===== src/hdl/iss_pkg.sv =====
// package of the interrupt source selector: register map, reset values,
// source codes, carrier structs and shared decode functions
// assumes a 32-bit APB register bus and a 16-line processor interrupt input
package iss_pkg;

   // ---------------------------------------------------------------
   // sizes
   // ---------------------------------------------------------------
   localparam int DATA_W     = 32;
   localparam int SEL_W      = 5;
   localparam int NUM_LINES  = 16;
   localparam int FIRST_SEL  = 4;
   localparam int NUM_SEL    = 12;
   localparam int PER_REG    = 6;
   localparam int NUM_SRC    = 32;

   // ---------------------------------------------------------------
   // register map (byte offsets)
   // ---------------------------------------------------------------
   localparam logic [11:0] OFS_SEL_HIGH = 12'h000;
   localparam logic [11:0] OFS_SEL_LOW  = 12'h004;
   localparam logic [11:0] OFS_STATUS   = 12'h008;
   localparam logic [11:0] OFS_MASK     = 12'h00C;

   // ---------------------------------------------------------------
   // reset values and writable bits
   // ---------------------------------------------------------------
   localparam logic [31:0] SEL_LOW_RST  = 32'h250718A4;
   localparam logic [31:0] SEL_HIGH_RST = 32'h08202D43;
   localparam logic [31:0] SEL_VALID    = 32'h7FFF7FFF;
   localparam logic [15:0] LINE_VALID   = 16'hFFF0;
   localparam logic [15:0] MASK_RST     = 16'h0000;

   // ---------------------------------------------------------------
   // selector codes
   // ---------------------------------------------------------------
   localparam logic [4:0] CODE_HOST     = 5'h00;
   localparam logic [4:0] CODE_TIMER0   = 5'h01;
   localparam logic [4:0] CODE_TIMER1   = 5'h02;
   localparam logic [4:0] CODE_SDRAM_A  = 5'h03;
   localparam logic [4:0] CODE_PIN4     = 5'h04;
   localparam logic [4:0] CODE_DMA      = 5'h08;
   localparam logic [4:0] CODE_EMU_XFER = 5'h09;
   localparam logic [4:0] CODE_EMU_RX   = 5'h0A;
   localparam logic [4:0] CODE_EMU_TX   = 5'h0B;
   localparam logic [4:0] CODE_S0_TX    = 5'h0C;
   localparam logic [4:0] CODE_S0_RX    = 5'h0D;
   localparam logic [4:0] CODE_S1_TX    = 5'h0E;
   localparam logic [4:0] CODE_S1_RX    = 5'h0F;
   localparam logic [4:0] CODE_PIN0     = 5'h10;
   localparam logic [4:0] CODE_S2_TX    = 5'h11;
   localparam logic [4:0] CODE_S2_RX    = 5'h12;
   localparam logic [4:0] CODE_TIMER2   = 5'h13;
   localparam logic [4:0] CODE_SDRAM_B  = 5'h14;
   localparam logic [4:0] CODE_CELL     = 5'h17;
   localparam logic [4:0] CODE_CONV     = 5'h1E;
   localparam logic [4:0] CODE_TURBO    = 5'h1F;

   // ---------------------------------------------------------------
   // carriers
   // ---------------------------------------------------------------
   typedef struct packed {
      logic hostIrq;
      logic timer0Irq;
      logic timer1Irq;
      logic timer2Irq;
      logic sdramRefreshTimerAIrq;
      logic sdramRefreshTimerBIrq;
      logic dmaCompletionIrq;
      logic emulationTransferEvent;
      logic emulationExchangeRx;
      logic emulationExchangeTx;
      logic serial0TxIrq;
      logic serial0RxIrq;
      logic serial1TxIrq;
      logic serial1RxIrq;
      logic serial2TxIrq;
      logic serial2RxIrq;
      logic cellInterfaceIrq;
      logic convDecoderIrq;
      logic turboDecoderIrq;
   } iss_src_t;

   typedef struct packed {
      logic       pinEvent0;
      logic [3:0] externalIrqPin;
   } iss_pins_t;

   typedef struct packed {
      logic [31:0] selLow;
      logic [31:0] selHigh;
      logic [15:0] mask;
   } iss_cfg_t;

   // ---------------------------------------------------------------
   // functions
   // ---------------------------------------------------------------
   function automatic logic [4:0] selField(input logic [31:0] r, input int k);
      logic [31:0] s;
      s = r >> (5 * k + ((k > 2) ? 1 : 0));
      return s[4:0];
   endfunction

   function automatic logic [3:0] firstLine(input logic [15:0] v);
      logic [3:0] t;
      t = 4'h0;
      for (int j = 15; j >= 0; j--) begin
         if (v[j]) begin
            t = 4'(j);
         end
      end
      return t;
   endfunction

endpackage


===== src/hdl/iss_apb_regs.sv =====
// APB slave holding the selector and mask registers; status is held in the selector, read and cleared here
// assumes an APB master on the same clock; zero wait states
`timescale 1ns/1ps
module iss_apb_regs #(
   parameter int ADDR_W = 12
) (
   // clock and reset
   input  wire logic                clock,
   input  wire logic                sys_rst,
   // apb
   input  wire logic                psel,
   input  wire logic                penable,
   input  wire logic                pwrite,
   input  wire logic [ADDR_W-1:0]   paddr,
   input  wire logic [31:0]         pwdata,
   output      logic [31:0]         prdata,
   output      logic                pready,
   output      logic                pslverr,
   // block side
   input  wire logic [15:0]         status,
   output      iss_pkg::iss_cfg_t   cfg,
   output      logic [15:0]         statusClr
);
   import iss_pkg::*;

   logic [31:0] selLow_q;
   logic [31:0] selHigh_q;
   logic [15:0] mask_q;
   logic [31:0] prdata_q;
   logic        pready_q;
   logic        pslverr_q;
   logic        setup;
   logic        done;
   logic [11:0] ofs;
   logic        hit;

   // ---------------------------------------------------------------
   // decode
   // ---------------------------------------------------------------
   assign ofs   = 12'(paddr);
   assign hit   = (paddr >> 4) == '0;
   assign setup = psel & ~penable;
   assign done  = psel & penable & pready_q;

   // ---------------------------------------------------------------
   // bus handshake
   // ---------------------------------------------------------------
   always_ff @(posedge clock) begin
      if (sys_rst) begin
         pready_q  <= 1'b0;
         pslverr_q <= 1'b0;
      end else begin
         pready_q  <= setup;
         pslverr_q <= setup & ~hit;
      end
   end

   always_ff @(posedge clock) begin
      if (sys_rst) begin
         prdata_q <= 32'h00000000;
      end else if (setup) begin
         prdata_q <= 32'h00000000;
         if (hit && !pwrite) begin
            case (ofs)
               OFS_SEL_HIGH: prdata_q <= selHigh_q;
               OFS_SEL_LOW:  prdata_q <= selLow_q;
               OFS_STATUS:   prdata_q <= {16'h0000, status};
               OFS_MASK:     prdata_q <= {16'h0000, mask_q};
               default:      prdata_q <= 32'h00000000;
            endcase
         end
      end
   end

   // ---------------------------------------------------------------
   // registers
   // ---------------------------------------------------------------
   always_ff @(posedge clock) begin
      if (sys_rst) begin
         selLow_q  <= SEL_LOW_RST;
         selHigh_q <= SEL_HIGH_RST;
         mask_q    <= MASK_RST;
      end else if (done && pwrite && hit) begin
         if (ofs == OFS_SEL_LOW) begin
            selLow_q <= pwdata & SEL_VALID;
         end
         if (ofs == OFS_SEL_HIGH) begin
            selHigh_q <= pwdata & SEL_VALID;
         end
         if (ofs == OFS_MASK) begin
            mask_q <= pwdata[15:0] & LINE_VALID;
         end
      end
   end

   assign statusClr = (done && pwrite && hit && ofs == OFS_STATUS) ? (pwdata[15:0] & LINE_VALID) : 16'h0000;
   assign cfg       = '{selLow: selLow_q, selHigh: selHigh_q, mask: mask_q};
   assign prdata    = prdata_q;
   assign pready    = pready_q;
   assign pslverr   = pslverr_q;
endmodule


===== src/hdl/iss_selector.sv =====
// interrupt source selector: routes 24 event sources onto lines 4..15,
// passes reset and nmi on lines 0 and 1, latches status and raises irq
// assumes all inputs synchronous to clock; registers reached over APB
`timescale 1ns/1ps

// Overview of operation
// - lines 0-3 fixed: reset, nmi, reserved
// - lines 4-15 take source coded in field
// - low register fields at documented bit positions
// - high register uses same field positions
// - lines 4-7 reset to pin events
// - line 8 dma, line 9 emulation transfer
// - lines 10-15 reset to listed sources
// - serial, pin0, timer2, sdram b codes
// - cell and decoder codes; absent when missing
// - pins 4-7 act as external interrupt inputs
// - line 0 highest priority, 15 lowest
module iss_selector #(
   parameter int ADDR_W       = 12,
   parameter bit HAS_CELL     = 1'b1,
   parameter bit HAS_DECODERS = 1'b1
) (
   // clock and reset
   clock,
   sys_rst,
   // apb
   psel,
   penable,
   pwrite,
   paddr,
   pwdata,
   prdata,
   pready,
   pslverr,
   // event sources
   src,
   pins,
   resetReq,
   nmiReq,
   // processor side
   cpuInt,
   topLine,
   topValid,
   irq
);
   import iss_pkg::*;

   input  wire logic                clock;
   input  wire logic                sys_rst;
   input  wire logic                psel;
   input  wire logic                penable;
   input  wire logic                pwrite;
   input  wire logic [ADDR_W-1:0]   paddr;
   input  wire logic [31:0]         pwdata;
   output      logic [31:0]         prdata;
   output      logic                pready;
   output      logic                pslverr;
   input  wire iss_pkg::iss_src_t   src;
   input  wire iss_pkg::iss_pins_t  pins;
   input  wire logic                resetReq;
   input  wire logic                nmiReq;
   output      logic [15:0]         cpuInt;
   output      logic [3:0]          topLine;
   output      logic                topValid;
   output      logic                irq;

   // ---------------------------------------------------------------
   // declarations
   // ---------------------------------------------------------------
   iss_cfg_t     cfg;
   logic [15:0]  statusClr;
   logic [31:0]  srcVec;
   logic [11:0]  routedD;
   logic [15:0]  cpuInt_q;
   logic [15:0]  status_q;
   logic [15:0]  statusSet;
   logic [3:0]   topLine_q;
   logic         topValid_q;
   logic         irq_q;

   // ---------------------------------------------------------------
   // register file
   // ---------------------------------------------------------------
   iss_apb_regs #(
      .ADDR_W (ADDR_W)
   ) uRegs (
      .clock     (clock),
      .sys_rst   (sys_rst),
      .psel      (psel),
      .penable   (penable),
      .pwrite    (pwrite),
      .paddr     (paddr),
      .pwdata    (pwdata),
      .prdata    (prdata),
      .pready    (pready),
      .pslverr   (pslverr),
      .status    (status_q),
      .cfg       (cfg),
      .statusClr (statusClr)
   );

   // ---------------------------------------------------------------
   // source table indexed by selector code
   // ---------------------------------------------------------------
   always_comb begin
      srcVec = 32'h00000000;
      srcVec[CODE_HOST]     = src.hostIrq;
      srcVec[CODE_TIMER0]   = src.timer0Irq;
      srcVec[CODE_TIMER1]   = src.timer1Irq;
      srcVec[CODE_SDRAM_A]  = src.sdramRefreshTimerAIrq;
      for (int p = 0; p < 4; p++) begin
         srcVec[CODE_PIN4 + 5'(p)] = pins.externalIrqPin[p];
      end
      srcVec[CODE_DMA]      = src.dmaCompletionIrq;
      srcVec[CODE_EMU_XFER] = src.emulationTransferEvent;
      srcVec[CODE_EMU_RX]   = src.emulationExchangeRx;
      srcVec[CODE_EMU_TX]   = src.emulationExchangeTx;
      srcVec[CODE_S0_TX]    = src.serial0TxIrq;
      srcVec[CODE_S0_RX]    = src.serial0RxIrq;
      srcVec[CODE_S1_TX]    = src.serial1TxIrq;
      srcVec[CODE_S1_RX]    = src.serial1RxIrq;
      srcVec[CODE_PIN0]     = pins.pinEvent0;
      srcVec[CODE_S2_TX]    = src.serial2TxIrq;
      srcVec[CODE_S2_RX]    = src.serial2RxIrq;
      srcVec[CODE_TIMER2]   = src.timer2Irq;
      srcVec[CODE_SDRAM_B]  = src.sdramRefreshTimerBIrq;
      srcVec[CODE_CELL]     = src.cellInterfaceIrq & HAS_CELL;
      srcVec[CODE_CONV]     = src.convDecoderIrq & HAS_DECODERS;
      srcVec[CODE_TURBO]    = src.turboDecoderIrq & HAS_DECODERS;
   end

   // ---------------------------------------------------------------
   // per-line selection
   // ---------------------------------------------------------------
   for (genvar g = 0; g < NUM_SEL; g++) begin : gLine
      logic [4:0] code;
      if (g < PER_REG) begin : gLow
         assign code = selField(cfg.selLow, g);
      end else begin : gHigh
         assign code = selField(cfg.selHigh, g - PER_REG);
      end
      assign routedD[g] = srcVec[code];
   end

   // ---------------------------------------------------------------
   // processor interrupt lines
   // ---------------------------------------------------------------
   always_ff @(posedge clock) begin
      if (sys_rst) begin
         cpuInt_q <= 16'h0000;
      end else begin
         cpuInt_q <= {routedD, 2'b00, nmiReq, resetReq};
      end
   end

   // ---------------------------------------------------------------
   // priority of pending lines
   // ---------------------------------------------------------------
   always_ff @(posedge clock) begin
      if (sys_rst) begin
         topLine_q  <= 4'h0;
         topValid_q <= 1'b0;
      end else begin
         topLine_q  <= firstLine(cpuInt_q);
         topValid_q <= |cpuInt_q;
      end
   end

   // ---------------------------------------------------------------
   // sticky status, write one to clear, set wins
   // ---------------------------------------------------------------
   assign statusSet = {cpuInt_q[15:4], 4'h0};

   always_ff @(posedge clock) begin
      if (sys_rst) begin
         status_q <= 16'h0000;
      end else begin
         status_q <= (status_q & ~statusClr) | statusSet;
      end
   end

   // ---------------------------------------------------------------
   // interrupt output
   // ---------------------------------------------------------------
   always_ff @(posedge clock) begin
      if (sys_rst) begin
         irq_q <= 1'b0;
      end else begin
         irq_q <= |(status_q & cfg.mask);
      end
   end

   assign cpuInt   = cpuInt_q;
   assign topLine  = topLine_q;
   assign topValid = topValid_q;
   assign irq      = irq_q;
endmodule


===== config.mk =====
export PLATFORM = sky130hd
export DESIGN_NAME = iss_selector
export DESIGN_NICKNAME = d
export VERILOG_FILES = /design/src/hdl/iss_pkg.sv /design/src/hdl/iss_apb_regs.sv /design/src/hdl/iss_selector.sv
export SDC_FILE = /design/constraint.sdc
export NUM_CORES = 1
export LEC_CHECK = 0
export BUFFER_PORTS_ARGS = -buffer_cell sky130_fd_sc_hd__buf_4
export CORE_MARGIN = 3
export CORE_UTILIZATION = 62
export CTS_CLUSTER_DIAMETER = 100
export CTS_CLUSTER_SIZE = 25
export DETAILED_ROUTE_END_ITERATION = 8
export GPL_TIMING_DRIVEN = 0
export PLACE_DENSITY = 0.95
export SETUP_SLACK_MARGIN = 0.02
export SLEW_MARGIN = 40
export SYNTH_ARGS = -nofsm -noshare
export SYNTH_HDL_FRONTEND = slang
export SYNTH_SLANG_ARGS = --single-unit

===== constraint.sdc =====
create_clock -name clock -period 4 [get_ports clock]
set_input_delay 0.2 -clock clock [delete_from_list [all_inputs] [get_ports clock]]
set_output_delay 0.2 -clock clock [all_outputs]
set_load 0.005 [all_outputs]

==> flow_metrics.py <==
metrics = {
    "outcome": {
        "outcome": "finished, violations left",
        "violations": "DRC, hold timing",
    },
    "timing": {
        "period_needed_ns": 2.19,
        "tightest_slew_ns": 0.924,
        "rsz0062_at_grt": "no",
        "maxSlewViolCount": 0,
        "fin_skew_ns": 0.00845,
        "fmax_ghz": 0.456,
        "fin_setup_tns_ns": 0,
        "finalSetupViolCount": 0,
        "fin_ws_ns": 1.81,
        "fin_crit_sh": 0.548,
        "hold_viol": 1,
        "hold_slack_ns": -0.00272,
        "slew_headroom": 0.384,
    },
    "global_route": {
        "grt_pass1_wl_um": 45100,
        "antenna_found_initial": 0,
        "grt_max_degree": 17,
        "grt.total_usage": 0.412,
        "first_global_vias": 8293,
        "grt-ovfl-total": 0,
    },
    "power_and_ir_drop": {
        "power.switching_mw": 0.846,
        "p_seq_frac": 0.395,
        "combPwrFrac": 0.100,
        "power.density_mw_per_mm2": 358,
        "ir_drop_mv": 0.261,
        "swShare": 0.237,
        "p_int_mw": 2.72,
        "clkPwrFrac": 0.505,
        "p_leak_nw": 3.67,
    },
    "clocking": {
        "cts_made_buffers": 17,
        "post_cts_resized": 0,
        "root_buffer": "clkbuf_16",
        "clk_pin_slew_ns": 0.06,
        "cts_buffer_depth": 2,
        "cts_tree": "built",
        "cts-htree-levels": 4,
        "clock_sinks": 137,
        "clk_latency_ns": 0.44,
    },
    "detailed_routing": {
        "finalWirelength_um": 29500,
        "drt_iter0_drc": 1427,
        "viasPerCell": 6.96,
        "num_vias": 8576,
        "ant_nets": 0,
        "drc": 4,
        "wl_per_cell_um": 23.9,
        "drtPass1Iterations": 9,
    },
    "yosys": {
        "synthCells": 894,
        "synth-seq-area-share": 0.340,
        "ys_async_sr_fraction": 0,
        "syn_area_per_cell_um2": 9.01,
        "syn-cell-area_mm2": 0.00806,
        "synthFlopType": "dfxtp_1",
        "ys_warn_count": 0,
        "synth_edf_count": 0,
        "synth-seq-cells": 137,
        "synth_cell_type_count": 55,
    },
    "floorplanning": {
        "row_count": 41,
        "dieArea_mm2": 0.0144,
        "die_height_um": 120,
        "initial_core_util": 0.636,
        "ios": 131,
        "die_w_um": 120,
        "core_mm2": 0.0127,
    },
    "place": {
        "hpwl_um": 19600,
        "port_buffers": 126,
        "routabilityCongestion": 1.01,
        "place_ws_ns": 1.70,
    },
    "critical_path": {
        "crit_path_start_kind": "register",
        "worstPathRequired_ns": 4.27,
        "crit_type": "reg2reg",
        "cp_max_fo": 10,
        "cpPeakStageDelay_ns": 0.48,
        "crit_top_cell": "a311oi_1",
        "cp-end-kind": "register",
        "path_cells": "clkbuf_1 -> mux4_2 -> mux2i_1 -> o21ai_0 -> a311oi_1 -> a311oi_1",
        "arrival_ns": 2.46,
        "critPathSlowestCell": "clkbuf_1",
    },
    "cells_and_area": {
        "final_net_count": 1124,
        "final_common_cell": "nand2_1",
        "post-route-util": 0.787,
        "area_growth_syn_to_layout_pct": 23.7,
        "layout_common_cells": "nand2_1, dfxtp_1, buf_4, clkbuf_1, a21oi_1",
        "num_antenna_cells": 0,
        "layout-drive-gt1-share": 0.266,
    },
    "worst_hold_path": {
        "hp-class": "in2reg",
    },
    "job": {
        "drv_cap": 0,
    },
}
==> metrics by stage <==
stage	instances	cell area, um^2	hold WS [ns]	total power [mW]
finish	1232	9970	-0.00272	3.57
global placement	1194	9230	0.414	1.75
CTS	1232	9970	0.00284	3.52
floorplan	896	8060	0.309	1.59
global route	1232	9970	0.0110	3.63
detailed placement	1194	9230	0.418	1.76
==> path summary, 6_finish.rpt <==
path / depth (start not counted) / endpoint / startpoint / slack [ns]
setup / recovery: 6 / cpuInt[15] / uRegs.selHigh_q[27] / 1.81
hold / removal: 3 / uRegs.selLow_q[16] / pwdata[16] / -0.003
setup reg to reg: 6 / cpuInt[15] / uRegs.selHigh_q[27] / 1.81
hold reg to reg: 2 / uRegs.prdata[10] / uRegs.prdata[10] / 0.45
==> power by group through the flow <==
stage	combinational (mW)	sequential, mW	clock, mW
after global routing	0.368	1.41	1.85
after global placement	0.318	1.44	0
after floorplan	0.162	1.43	0
after detailed placement	0.325	1.44	0
after CTS	0.336	1.41	1.77
final	0.358	1.41	1.80
==> area by class of cell <==
type	instances	area [um^2]
flip-flops and latches	137	2740
multi-input cells	627	4700
repair buffers	134	1030
inverters	27	101
well taps	172	215
clock buffers	18	439
fillers	809	2700
plain buffers	105	518
clock inverters	12	223
==> worst max-delay path: cells and delay by family, from the launching register on <==
family | cells | cell delay (ns)
buf+inv | 1 | 0.48
flops | 1 | 0.36
mux | 2 | 0.64
compound gates | 3 | 0.54
==> flip-flops by register name (all words and copies together) (netlist names) <==
signal	flops
uRegs.prdata	31
uRegs.selHigh_q	30
uRegs.selLow_q	30
cpuInt	14
status_q	12
uRegs.mask_q	12
topLine	4
irq	1
topValid	1
uRegs.pready	1
uRegs.pslverr	1
==> kinds of logic after synthesis <==
group,share of synthesized area
AOI/OAI and AO/OA,0.182
buffers and inverters,0.0769
DFF,0.340
muxes,0.216
other,0.000465
and+or+nand+nor,0.184
==> layer usage <==
metal | global-route usage | part of all wire
met1 | 0.497 | 0.34
met2 | 0.607 | 0.43
met3 | 0.177 | 0.16
met4 | 0.251 | 0.075
met5 | 0 | 0
==> cells in the mapped netlist (4+ instances only) <==
cell | number | area, um^2
a211o_1 | 9 | 78.8
a211oi_1 | 5 | 37.5
a21oi_1 | 58 | 290
a221oi_1 | 15 | 131
a22oi_1 | 26 | 195
a311oi_1 | 27 | 236
a31oi_1 | 6 | 37.5
a41oi_1 | 5 | 43.8
buf_2 | 27 | 135
buf_4 | 6 | 45.0
buf_6 | 9 | 101
clkbuf_1 | 62 | 233
dfxtp_1 | 137 | 2740
inv_1 | 27 | 101
mux2_2 | 16 | 180
mux2i_1 | 32 | 320
mux4_2 | 55 | 1240
nand2_1 | 165 | 619
nand2b_1 | 9 | 56.3
nand3_1 | 12 | 60.1
nand3b_1 | 31 | 233
nand4_1 | 8 | 50.1
nor2_1 | 42 | 158
nor2b_1 | 4 | 25.0
nor4_1 | 4 | 25.0
o21ai_0 | 22 | 110
o21ai_1 | 21 | 105
o2bb2ai_1 | 5 | 43.8
or2_2 | 5 | 31.3
or3_1 | 5 | 31.3
==> repair_timing <==
action                     CTS  global route
hold endpoints to repair     8             0
hold buffers                 8             0
setup endpoints to repair    0             0
setup buffers                0             0
(Power assumes the default switching activity.)
